--- config.mk ---
export PLATFORM = sky130hd
export DESIGN_NAME = coherent_load_register_writer
export DESIGN_NICKNAME = d
export VERILOG_FILES = /design/src/coherent_load_pkg.sv /design/src/periph_clk_retimer.sv /design/src/coherent_load_register_writer.sv
export SDC_FILE = /design/constraint.sdc
export NUM_CORES = 1
export LEC_CHECK = 0
export BUFFER_PORTS_ARGS = -buffer_cell sky130_fd_sc_hd__clkbuf_2
export CORE_MARGIN = 4
export CORE_UTILIZATION = 43
export DETAILED_ROUTE_END_ITERATION = 10
export GPL_ROUTABILITY_DRIVEN = 0
export GPL_TIMING_DRIVEN = 0
export PLACE_DENSITY_LB_ADDON = 0.08
export SYNTH_ARGS = -nofsm -noshare
export SYNTH_HDL_FRONTEND = slang
export SYNTH_SLANG_ARGS = --single-unit
--- constraint.sdc ---
create_clock -name clk -period 4.49 [get_ports clk]
set_clock_uncertainty 0.05 [all_clocks]
set_input_delay 0.6735 -clock clk [delete_from_list [all_inputs] [get_ports clk]]
set_output_delay 0.6735 -clock clk [all_outputs]
set_load 0.005 [all_outputs]
--- src/coherent_load_pkg.sv ---
`default_nettype none

package coherent_load_pkg;

   // Clock relation between the bus clock and the counter clock
   typedef enum logic [1:0] {
      CLK_IDENTICAL   = 2'b00,
      CLK_SYNCHRONOUS = 2'b01,
      CLK_ASYNC       = 2'b10
   } clock_mode_type;

   // Documented widths
   localparam int LOAD_REG_WIDTH = 32;
   localparam int BUS_DATA_WIDTH = 8;
   localparam int BYTE_BITS      = 8;

   // Reset values
   localparam logic [31:0] LOAD_VALUE_RESET = 32'h00000000;
   localparam logic        FLAG_RESET       = 1'b0;

endpackage

`default_nettype wire

--- src/periph_clk_retimer.sv ---
`timescale 1ns/1ps
`default_nettype none

module periph_clk_retimer (
   input  wire logic clk,        // Bus clock
   input  wire logic rst,        // Async reset, active high
   input  wire logic ce,         // Clock enable
   input  wire logic periph_clk, // Counter clock level, sampled
   output logic      periph_rise // One-cycle pulse per counter clock rise
);
   import coherent_load_pkg::*;

   typedef struct packed {
      logic meta;
      logic stable;
      logic delayed;
      logic rise;
   } retime_state_type;

   retime_state_type s;
   retime_state_type next_s;

   // Two-flop synchroniser, then a third stage for edge detection
   always_comb begin
      next_s         = s;
      next_s.meta    = periph_clk;
      next_s.stable  = s.meta;
      next_s.delayed = s.stable;
      next_s.rise    = s.stable & ~s.delayed; // First flop never feeds this gate
   end

   always_ff @(posedge clk or posedge rst) begin
      if (rst) begin
         s <= '0;
      end else if (ce) begin
         s <= next_s;
      end
   end

   assign periph_rise = s.rise;

endmodule

`default_nettype wire

--- src/coherent_load_register_writer.sv ---
// Functional notes
// - Final byte index from register and bus width
// - No shadow when one access covers register
// - Lower bytes shadowed; load value held meanwhile
// - Upper write moves shadow and byte together
// - Counter keeps old value during partial write
// - Identical clocks: one-cycle load strobe
// - Periodic counter reloads from load value
// - Synchronous clocks: strobe held until counter edge
// - Toggle flips on counter edge with strobe
// - Toggle edge clears strobe as counter loads
// - Async: retime counter clock, capture on edge
// - Counter edge copies load value to safe copy
// - Pending flag copied safe; loads on edge
// - Toggle per final write; edge clears both flags
// - Async value arrives within two counter periods
`timescale 1ns/1ps
`default_nettype none

module coherent_load_register_writer #(
   parameter int REG_WIDTH = coherent_load_pkg::LOAD_REG_WIDTH,
   parameter int BUS_WIDTH = coherent_load_pkg::BUS_DATA_WIDTH
) (
   input  wire logic                            clk,             // Bus clock, 10 MHz
   input  wire logic                            rst,             // Async reset, active high
   input  wire logic                            ce,              // Clock enable, freezes all
   input  wire coherent_load_pkg::clock_mode_type clock_mode,    // Clock relation
   input  wire logic                            wr_en,           // Bus write strobe
   input  wire logic [1:0]                      wr_addr,         // Byte address of the access
   input  wire logic [BUS_WIDTH-1:0]            wr_data,         // Bus write data
   input  wire logic                            periph_clk,      // Counter clock, sampled
   output logic [REG_WIDTH-1:0]                 load_value_reg,  // Coherent load value
   output logic [REG_WIDTH-1:0]                 synced_load_value_reg, // Async safe copy
   output logic                                 counter_load_strobe,   // Extended load strobe
   output logic                                 pending_load_flag,     // New value waiting
   output logic                                 synced_pending_flag,   // Safe copy of it
   output logic                                 counter_load_qual,     // Counter loads now
   output logic                                 write_toggle,          // Flips per new value
   output logic                                 load_toggle            // Counter-side toggle
);
   import coherent_load_pkg::*;

   localparam int  BUS_BYTES  = BUS_WIDTH / BYTE_BITS;
   localparam bit  NO_COHERENCY_NEEDED = (REG_WIDTH <= BUS_WIDTH);
   localparam int  UPPER_BYTE = ((REG_WIDTH - 1) / BUS_WIDTH) * BUS_BYTES;
   localparam int  PAD_WIDTH  = 32 + BUS_WIDTH;

   typedef struct packed {
      logic [REG_WIDTH-1:0] shadow;
      logic [REG_WIDTH-1:0] load_value;
      logic [REG_WIDTH-1:0] synced_value;
      logic                 strobe;
      logic                 pending;
      logic                 synced_pending;
      logic                 qual;
      logic                 wr_toggle;
      logic                 ld_toggle;
      logic                 ld_toggle_seen;
   } writer_state_type;

   writer_state_type s;
   writer_state_type next_s;
   logic             periph_rise;
   logic             final_wr;
   logic             ack_edge;
   logic [PAD_WIDTH-1:0] merged;

   // Counter clock seen from the bus clock; no multi-bit word crosses raw
   periph_clk_retimer u_retimer (
      .clk         (clk),
      .rst         (rst),
      .ce          (ce),
      .periph_clk  (periph_clk),
      .periph_rise (periph_rise)
   );

   // Upper byte ends the write; single-access widths need no shadow
   assign final_wr = wr_en && (NO_COHERENCY_NEEDED ||
                     (wr_addr == UPPER_BYTE[1:0]));
   assign ack_edge = s.ld_toggle ^ s.ld_toggle_seen;

   // Shadow bytes overlaid with the byte lane being written
   always_comb begin
      merged = PAD_WIDTH'(s.shadow);
      if (NO_COHERENCY_NEEDED) begin
         merged = PAD_WIDTH'(wr_data);
      end else begin
         merged[{wr_addr, 3'b000} +: BUS_WIDTH] = wr_data;
      end
   end

   // Next-state logic for the whole writer
   always_comb begin
      next_s                = s;
      next_s.qual           = 1'b0;
      next_s.ld_toggle_seen = s.ld_toggle;
      if (wr_en && !final_wr && !NO_COHERENCY_NEEDED) begin
         next_s.shadow = merged[REG_WIDTH-1:0];
      end
      // Load value only moves on the final byte, so reloads use the old one
      if (final_wr) begin
         next_s.load_value = merged[REG_WIDTH-1:0];
         next_s.wr_toggle  = ~s.wr_toggle;
      end
      unique case (clock_mode)
         CLK_IDENTICAL: begin
            next_s.strobe = final_wr;
            next_s.qual   = final_wr;
         end
         CLK_SYNCHRONOUS: begin
            if (periph_rise && s.strobe) begin
               next_s.ld_toggle = ~s.ld_toggle;
               next_s.qual      = 1'b1;
            end
            // Clear by toggle edge; a new final write wins over it
            if (ack_edge) begin
               next_s.strobe = 1'b0;
            end
            if (final_wr) begin
               next_s.strobe = 1'b1;
            end
         end
         CLK_ASYNC: begin
            if (periph_rise) begin
               next_s.synced_value   = s.load_value;
               next_s.synced_pending = s.pending;
               if (s.synced_pending) begin
                  next_s.ld_toggle = ~s.ld_toggle;
                  next_s.qual      = 1'b1;
               end
            end
            if (ack_edge) begin
               next_s.pending        = 1'b0;
               next_s.synced_pending = 1'b0;
            end
            if (final_wr) begin
               next_s.pending = 1'b1;
            end
         end
         default: begin
            next_s.strobe = 1'b0;  // Unused code: hold off any load
         end
      endcase
   end

   // Reset leaves nothing that could trigger a counter load
   always_ff @(posedge clk or posedge rst) begin
      if (rst) begin
         s                <= '0;
         s.load_value     <= REG_WIDTH'(LOAD_VALUE_RESET);
         s.synced_value   <= REG_WIDTH'(LOAD_VALUE_RESET);
         s.strobe         <= FLAG_RESET;
         s.pending        <= FLAG_RESET;
         s.synced_pending <= FLAG_RESET;
      end else if (ce) begin
         s <= next_s;
      end
   end

   assign load_value_reg        = s.load_value;
   assign synced_load_value_reg = s.synced_value;
   assign counter_load_strobe   = s.strobe;
   assign pending_load_flag     = s.pending;
   assign synced_pending_flag   = s.synced_pending;
   assign counter_load_qual     = s.qual;
   assign write_toggle          = s.wr_toggle;
   assign load_toggle           = s.ld_toggle;

   generate
      if (!NO_COHERENCY_NEEDED) begin : g_shadow_check

      end
   endgenerate
endmodule

`default_nettype wire

# Yosys cells after proc, flatten, opt, wreduce, memory -nomap -nowiden

Index checks and enable logic that the tools add are counted.

Bits in registers: 107
Latch bits: 0
Memory bits (writable): 0
Memory bits (read-only): 0
Bits of input ports: 17
Output and inout port bits: 70
Word-level logic and storage cells: 59
Memories kept: 0

Add/subtract/negate cells: 1
$mul: 0
Divide/modulo/power cells: 0
$lt $le $gt $ge: 0
Equality and inequality tests: 7
Shifts and indexed selects: 2
Multiplexer cells: 14
Bitwise gates (word level): 6
Reduce and logical (&&, ||, !) cells: 15

Operators by type and width:

| kind                                                  | number |
|---|---|
| bitwise mux 40 bit                                    | 1 |
| variable shift 8 x 7 -> 40 bit (first input constant) | 1 |
| indexed part select 8 x 7 -> 40 bit                   | 1 |
| AND reduction 3 bit                                   | 4 |
| two-way mux 1 bit                                     | 8 |
| negator 5 -> 7 bit                                    | 1 |
| case mux 1 bit (3 select lines)                       | 2 |
| nonzero test 2 bit                                    | 3 |
| AND reduction 5 bit                                   | 1 |
| == test 2 bit (second input constant)                 | 2 |
| two-way mux 2 bit                                     | 2 |
| != test 2 bit (second input constant)                 | 2 |
| inverter 1 bit                                        | 4 |
| AND reduction 2 bit                                   | 2 |
| logical AND 1 bit                                     | 3 |
| != test 3 bit (second input constant)                 | 1 |
| == test 2 x 1 -> 1 bit (second input constant)        | 1 |
| logical NOT 2 bit                                     | 1 |
| != test 2 x 1 -> 1 bit (second input constant)        | 1 |
| case mux 1 bit (2 select lines)                       | 1 |
| AND 1 bit                                             | 1 |
| logical NOT 1 bit                                     | 1 |
| bitwise XOR 1 bit                                     | 1 |

# Longest topological paths before layout

Gate-level depths: netlist of run 1.

Depth after elaboration: 5
Mapped depth: 8

# Cells and area by module

Synthesis of run 1 repeated with hierarchy kept, for this count alone.

Cells, all modules: 403
Area total of the unflattened synthesis: 4574.4 um2

Modules (own cells, without submodules):

| module                        | instances | cells an instance | area an instance (um2) | seq. area each (um2) |
|---|---|---|---|---|
| coherent_load_register_writer | 1         | 391               | 4425.5                 | 2377.3 |
| periph_clk_retimer            | 1         | 12                | 148.9                  | 100.1 |

# Least setup slack after synthesis of run 1

Ideal clock, no wire load.

Path kind: in2reg
Start: input wr_addr[0]
End: register s[71] (netlist bit)
Data arrival time: 1860 ps
Path slack: 2460 ps
Cell stages on the path: 7
Cells stage by stage: inv_1 > ha_1 > and4bb_1 > buf_2 > and2_1 > buf_2 > a22o_1

Longest elaborated chain between the ends: 5
Elaborated cells between the ends (all ways): 9
Classes of those cells: add/sub (1); eq/ne (1); shift (2); mux (1); reduce/logical (4)

Ends and longest elaborated chain:

| item                                                       | line                                 | source |
|---|---|---|
| from (decl)                                                | coherent_load_register_writer.sv:29  | `input wire logic [1:0] wr_addr,` |
| branches (longest 5 deep; another with negator 5 -> 7 bit) | --                                   |  |
| to (signal assigned)                                       | coherent_load_register_writer.sv:156 | `s <= next_s;` |
| to (decl)                                                  | coherent_load_register_writer.sv:61  | `writer_state_type s;` |

Parallel ways; which one is timed is not known.
A chain may end at the register's enable or synchronous reset.

# Worst setup path in the final report of run 1

Start: input wr_addr[0]
End: register s[83] (netlist bit)

Same word-level chain as after synthesis.

==> summary.txt, run 1 <==
GRT
  – First-pass GRT wire length: approximately 16000 um
  – Total global-route track usage: between 10% and 20%
  – Largest net degree at the start of global routing: 67
  – Initial antenna violation count: 0
  – GRT overflow: 0
  – Vias in the first global route: 3100

Logic synthesis
  – Yosys reg bits: 99
  – Top FF cell, synth: dfrtp_1
  – Seq/Total Area, Yosys: between 50% and 60%
  – EDFF count, synth: 0
  – Multiplexer share of the synthesized area: 8.50%
  – Post-synthesis adder-cell area fraction: 1.35%
  – Synth cell types: 40
  – Post-Syn Nets: 434
  – Largest family of logic cells by synthesized area: buffers and inverters
  – Async SR Flop Fraction: 100%
  – Synthesized instance count: 412
  – Yosys top cell area share: 53.4%
  – Synth Area in XOR/XNOR: 0.567%
  – Post-synthesis compound-gate area fraction: 11.7%
  – Yosys warning count: 0
  – Syn Area/Cell: between 10 and 15 um^2
  – Post-synthesis cell area: approximately 0.0046 mm^2
  – Post-synthesis simple-gate area fraction: 10.9%
  – Synth area leaders: dfrtp_1 53%, buf_4 10%, mux2_2 5.3%
  – Leading area contributor after synthesis: dfrtp_1

Timing
  – Final Max Slew Viols: 0
  – Crit share post-route: about 45%
  – Period minus WS final: ~2.0 ns
  – Hold Slack: 0.261 ns
  – Worst-Margin Slew: between 0.5 and 0.6 ns
  – Fin. Hold Viols: 0
  – Fmax: 490 MHz
  – Slew headroom: 66.3%
  – Worst setup margin: 2.45 ns
  – Setup repair after global routing missed its margin: no
  – Final setup fails: 0

Floorplanning
  – Die H: 112 um
  – Initial core utilization: 44.5%
  – Die X: 112 um
  – Rows: 37
  – Die area: 0.0125 mm^2
  – Core box area: 0.0104 mm^2
  – I/O Pins: 87

Clock tree
  – Cts hold-fix bufs: 0
  – Post_cts resized: 0
  – Post-CTS Setup Bufs: 0
  – TritonCTS Sinks: 99
  – Clk buf depth: 2
  – Clock root buffer: clkbuf_8
  – CTS tree: built
  – Clk Latency, worst-skew pair: around 0.35 ns
  – CTS H-tree lvls: 3
  – CTS clk-pin slew, worst paths: roughly 0.090 ns
  – Clock buffer count from CTS: 9

Flow run
  – Number of max-cap violations: 0

Power and ir drop
  – Pwr Density: ~420 mW/mm^2
  – Tot Pwr: 2.32 mW
  – Worst vdd ir: ~0.23 mV
  – Leakage: 2.83 nW

Hold path
  – Worst Hold Class: in2async

Routing
  – WL/cell: 15.0 um
  – Vias after detailed routing: 3213
  – Starting DRC count in detailed routing: 126
  – Drc violations: 0
  – DR pass1 iterations: 4
  – Via density: around 4.9
  – Routed WL: a little under 10000 um
  – Routed Antenna Nets: 0

Critical path
  – CP max FO: 9
  – CP arrival: 2.24 ns
  – CP Data Required Time: between 4 and 5 ns
  – Critical path class: in2reg
  – Startpoint Class: input pin
  – Worst setup EP type: flip-flop

Cells and area
  – Ratio of cells with drive above 1 in the final layout: around 41%
  – # fillers: between 900 and 1000
  – Diodes inserted: 0
  – Most frequent cells in the layout: 99 x dfrtp_1, 86 x clkbuf_2, 64 x buf_4
  – Most common cell after layout, fill and taps aside: dfrtp_1
  – Fin nets: 532
  – Final cell count without fillers: 651
  – Area Growth Syn to Fin: 18.5%

Outcome
  – Outcome: complete, no violations

Place
  – DP Worst Slack: between 2 and 2.5 ns
  – Buffers added on ports: 86
  – HPWL Detailed: 6930 um
  – Post-Place Cells: approximately 640
[per-layer routing]
metal	global-route usage [%]	up-vias	part of all wire, %
met2	24.9	99	47
li1	-	1554	-
met1	21.4	1551	45
met4	3.89	0	1.2
met5	0	-	0
met3	4.84	9	6.7
[area by class of cell]
cell class	count	area, um^2	area share (%)
Tap cell	136	170	3.10
Buffer	84	601	10.9
Clock buffer	11	151	2.76
Timing Repair Buffer	87	458	8.34
Clock inverter	5	75.1	1.37
Sequential cell	99	2480	45.1
Inverter	8	32.5	0.592
Multi-Input combinational cell	221	1530	27.8
[cells by family after synthesis]
| group | count (synthesis) |
|---|---|
| mux | 35 |
| simple gates | 95 |
| fa+ha+maj | 5 |
| flops | 99 |
| buf+inv | 92 |
| xor+xnor | 3 |
| compound gates | 83 |
[per-stage QoR]
stage	utilization (%)	TNS (ns)	instance area [um^2]
6_report	52.7	0	5490
5_1_grt	52.7	0	5490
4_1_cts	52.7	0	5490
3_5_place_dp	50.6	0	5270
3_3_place_gp	50.3	-4.65	5240
2_1_floorplan	-	0	4640
[final timing paths]
| kind | start | end | slack [ns] | depth (start not counted) |
|---|---|---|---|---|
| worst max-delay path | wr_addr[0] | s[83]$_DFFE_PP0P_ | 2.45 | 8 |
| worst min-delay path | rst | synced_load_value_reg[18]$_DFFE_PP0P_ | 0.26 | 2 |
| worst max register to register | u_retimer.periph_rise$_DFFE_PP0P_ | synced_load_value_reg[12]$_DFFE_PP0P_ | 3.16 | 3 |
| worst min register to register | u_retimer.s[1]$_DFFE_PP0P_ | u_retimer.periph_rise$_DFFE_PP0P_ | 0.41 | 1 |
| max in group asynchronous | rst | s[76]$_DFFE_PP0P_ | 3.46 | 3 |
| min in group clk | u_retimer.s[1]$_DFFE_PP0P_ | u_retimer.periph_rise$_DFFE_PP0P_ | 0.41 | 1 |
[where the power goes]
| part | total, mW | switching, mW | leakage [nW] | internal [mW] |
|---|---|---|---|---|
| Combinational | 0.545 | 0.206 | 1.41 | 0.339 |
| Sequential | 1.14 | 0.0940 | 1.30 | 1.04 |
| Clock | 0.638 | 0.296 | 0.119 | 0.342 |
| Total | 2.32 | 0.596 | 2.83 | 1.72 |
[Yosys cell counts (all sizes together), types with 2 or more instances]
| library cell | instances |
|---|---|
| dfrtp | 99 |
| buf | 80 |
| mux2 | 35 |
| nand2 | 31 |
| a22o | 25 |
| a21oi | 24 |
| o21ai | 19 |
| nor2 | 17 |
| a31oi | 8 |
| inv | 8 |
| nand2b | 8 |
| nand3 | 8 |
| nand4 | 8 |
| nor2b | 7 |
| ha | 5 |
| clkbuf | 4 |
| and2b | 3 |
| nand3b | 3 |
| and2 | 2 |
| and3 | 2 |
| and3b | 2 |
| xor2 | 2 |
[critical path, stage by stage]
cell and delay (ns):
clkbuf_2 0.14, inv_1 0.09, ha_1 0.33, and2_1 0.15, clkbuf_1 0.22, and3_1 0.22
buf_2 0.17, a22o_1 0.25
(Power assumes the default switching activity.)
==> run 2: changes to the inputs <==
Clock period 4.49 ns to 1.8 ns, I/O delays scaled along.
==> summary.txt, run 2 (same netlist as run 1, synthesis figures left out) <==
Cells and area
  – Fin util: 52.8% (+0.096 points)
  – Most common cell after layout, fill and taps aside: dfrtp_1
  – Fin nets: 533 (+0.19%)
  – Diodes inserted: 0 (unchanged)
  – Ratio of cells with drive above 1 in the final layout: 41.0% (unchanged)
  – Area Growth Syn to Fin: 18.7%
  – Most frequent cells in the layout: 99 x dfrtp_1, 86 x clkbuf_2, 64 x buf_4
  – # fillers: 960 (-2.1%)

Clock tree
  – Clk Latency, worst-skew pair: 0.35 ns (about the same)
  – Clock buffer count from CTS: 9 (unchanged)
  – CTS clk-pin slew, worst paths: 0.09 ns (about the same)
  – TritonCTS Sinks: 99 (unchanged)
  – Clk buf depth: 2 (unchanged)
  – CTS H-tree lvls: 3 (unchanged)
  – CTS tree: built
  – Post-CTS Setup Bufs: 0 (unchanged)
  – Cts hold-fix bufs: 0 (unchanged)
  – Clock root buffer: clkbuf_8
  – Post_cts resized: 0 (unchanged)

GRT
  – Vias in the first global route: 3209 (+3.5%)
  – Total global-route track usage: 16.3% (+0.52 points)
  – GRT overflow: 0 (unchanged)
  – Largest net degree at the start of global routing: 42 (-37%)
  – First-pass GRT wire length: 16600 um (+3.8%)
  – Initial antenna violation count: 0 (unchanged)

Routing
  – Starting DRC count in detailed routing: 137 (+8.7%)
  – DR pass1 iterations: 4 (unchanged)
  – Drc violations: 0 (unchanged)
  – Routed WL: 9790 um (about the same)
  – Via density: 4.91 (-0.59%)
  – Vias after detailed routing: 3194 (-0.59%)
  – WL/cell: 15.0 um (about the same)
  – Routed Antenna Nets: 0 (unchanged)

Timing
  – Period minus WS final: 1.63 ns
  – Fmax: roughly 610 MHz
  – Hold Slack: 0.0215 ns (-0.240 ns)
  – Slew headroom: 41.9% (-24 points)
  – Crit share post-route: 90.8%
  – Final setup fails: 0 (unchanged)
  – Setup repair after global routing missed its margin: no
  – Fin. Hold Viols: 0 (unchanged)
  – Worst-Margin Slew: 0.869 ns (+0.364 ns)
  – Worst setup margin: 0.166 ns (-2.28 ns)
  – Final Max Slew Viols: 0 (unchanged)

Outcome
  – Outcome: complete, no violations

Power and ir drop
  – Pwr Density: 1040 mW/mm^2 (+150%)
  – Worst vdd ir: 0.645 mV (+180%)
  – Leakage: 2.83 nW (-0.21%)

Critical path
  – Reg-to-reg startpoint: u_retimer.periph_rise$_DFFE_PP0P_
  – Worst setup EP type: flip-flop
  – Reg2Reg Depth: 3 (unchanged)
  – CP max FO: 10 (+1)
  – Startpoint Class: input pin
  – CP arrival: 1.87 ns (-0.37 ns)
  – Reg2reg end: synced_load_value_reg[10]$_DFFE_PP0P_
  – R2R setup slack: 0.47 ns (-2.69 ns)
  – Critical path class: in2reg
  – CP Data Required Time: 2.04 ns (-2.64 ns)
  – Crit path to: s[87]$_DFFE_PP0P_
  – Worst Setup SP: wr_addr[0]

Hold path
  – Worst Hold Class: in2async

Floorplanning
  – Rows: 37 (unchanged)
  – I/O Pins: 87 (unchanged)
  – Die area: 0.0125 mm^2 (unchanged)
  – Initial core utilization: 44.5% (unchanged)
  – Die H: 112 um (unchanged)
  – Die X: 112 um (unchanged)
  – Core box area: 0.0104 mm^2 (unchanged)

Flow run
  – Number of max-cap violations: 0 (unchanged)

Place
  – DP Worst Slack: -0.198 ns (-2.30 ns)
  – Buffers added on ports: 86 (unchanged)
  – HPWL Detailed: 7070 um (+2.0%)
==> run 2: changes by cell type in the layout (fill, tap and decap cells not counted), sizes merged <==
cell and change:
buf +1, clkbuf -1, inv -1, clkinv -1, clkinvlp +2
==> run 2: worst max-delay path, stage by stage <==
cell,delay (ns)
clkbuf_2,0.14
inv_1,0.09
ha_1,0.26
buf_2,0.20
nor2_2,0.35
and4_4,0.29
buf_6,0.13
a22o_1,0.15
==> run 2: area by class of cell <==
cell class | count | area, um^2 | share of cell area [%]
plain buffers | 84 | 601 | 10.9
clock buffers | 10 | 138 | 2.50
clock inverters | 5 | 77.6 | 1.41
inverters | 8 | 33.8 | 0.614
multi-input cells | 221 | 1530 | 27.8
flip-flops and latches | 99 | 2480 | 45.0
well taps | 136 | 170 | 3.09
repair buffers | 88 | 478 | 8.68
==> run 2: routing by layer <==
metal	wire length, um	track usage [%]	up-vias
met5	0	0	-
met4	114	3.57	0
met3	639	4.40	11
met2	4550	25.0	88
met1	4480	23.4	1538
li1	-	-	1557
==> run 2: where the power goes <==
group / internal (mW) / leakage, nW / total [mW] / switching (mW)
Combinational: 0.850 / 1.41 / 1.37 / 0.518
Sequential: 2.60 / 1.30 / 2.83 / 0.230
Clock: 0.809 / 0.108 / 1.55 / 0.739
==> run 2: how the worst min path moves through the flow <==
stage | start | to | slack, ns | depth (start not counted)
final | rst | write_toggle$_DFFE_PP0P_ | 0.02 | 2
after global routing | rst | synced_load_value_reg[30]$_DFFE_PP0P_ | 0.07 | 2
after CTS | rst | synced_load_value_reg[30]$_DFFE_PP0P_ | 0.04 | 2
after detailed placement | u_retimer.s[1]$_DFFE_PP0P_ | u_retimer.periph_rise$_DFFE_PP0P_ | 0.41 | 1
after global placement | u_retimer.s[1]$_DFFE_PP0P_ | u_retimer.periph_rise$_DFFE_PP0P_ | 0.40 | 1
after floorplan | wr_data[5] | load_value_reg[29]$_DFFE_PP0P_ | 0.35 | 2
==> run 2: per-stage QoR <==
step	setup TNS, ns	instances	cell area, um^2	power [mW]
after floorplan	0	412	4640	3.74
after global placement	-44.39	634	5240	4.23
after detailed placement	-5.42	636	5290	4.28
after CTS	0	651	5500	5.83
after global routing	0	651	5500	6.10
final	0	651	5500	5.75
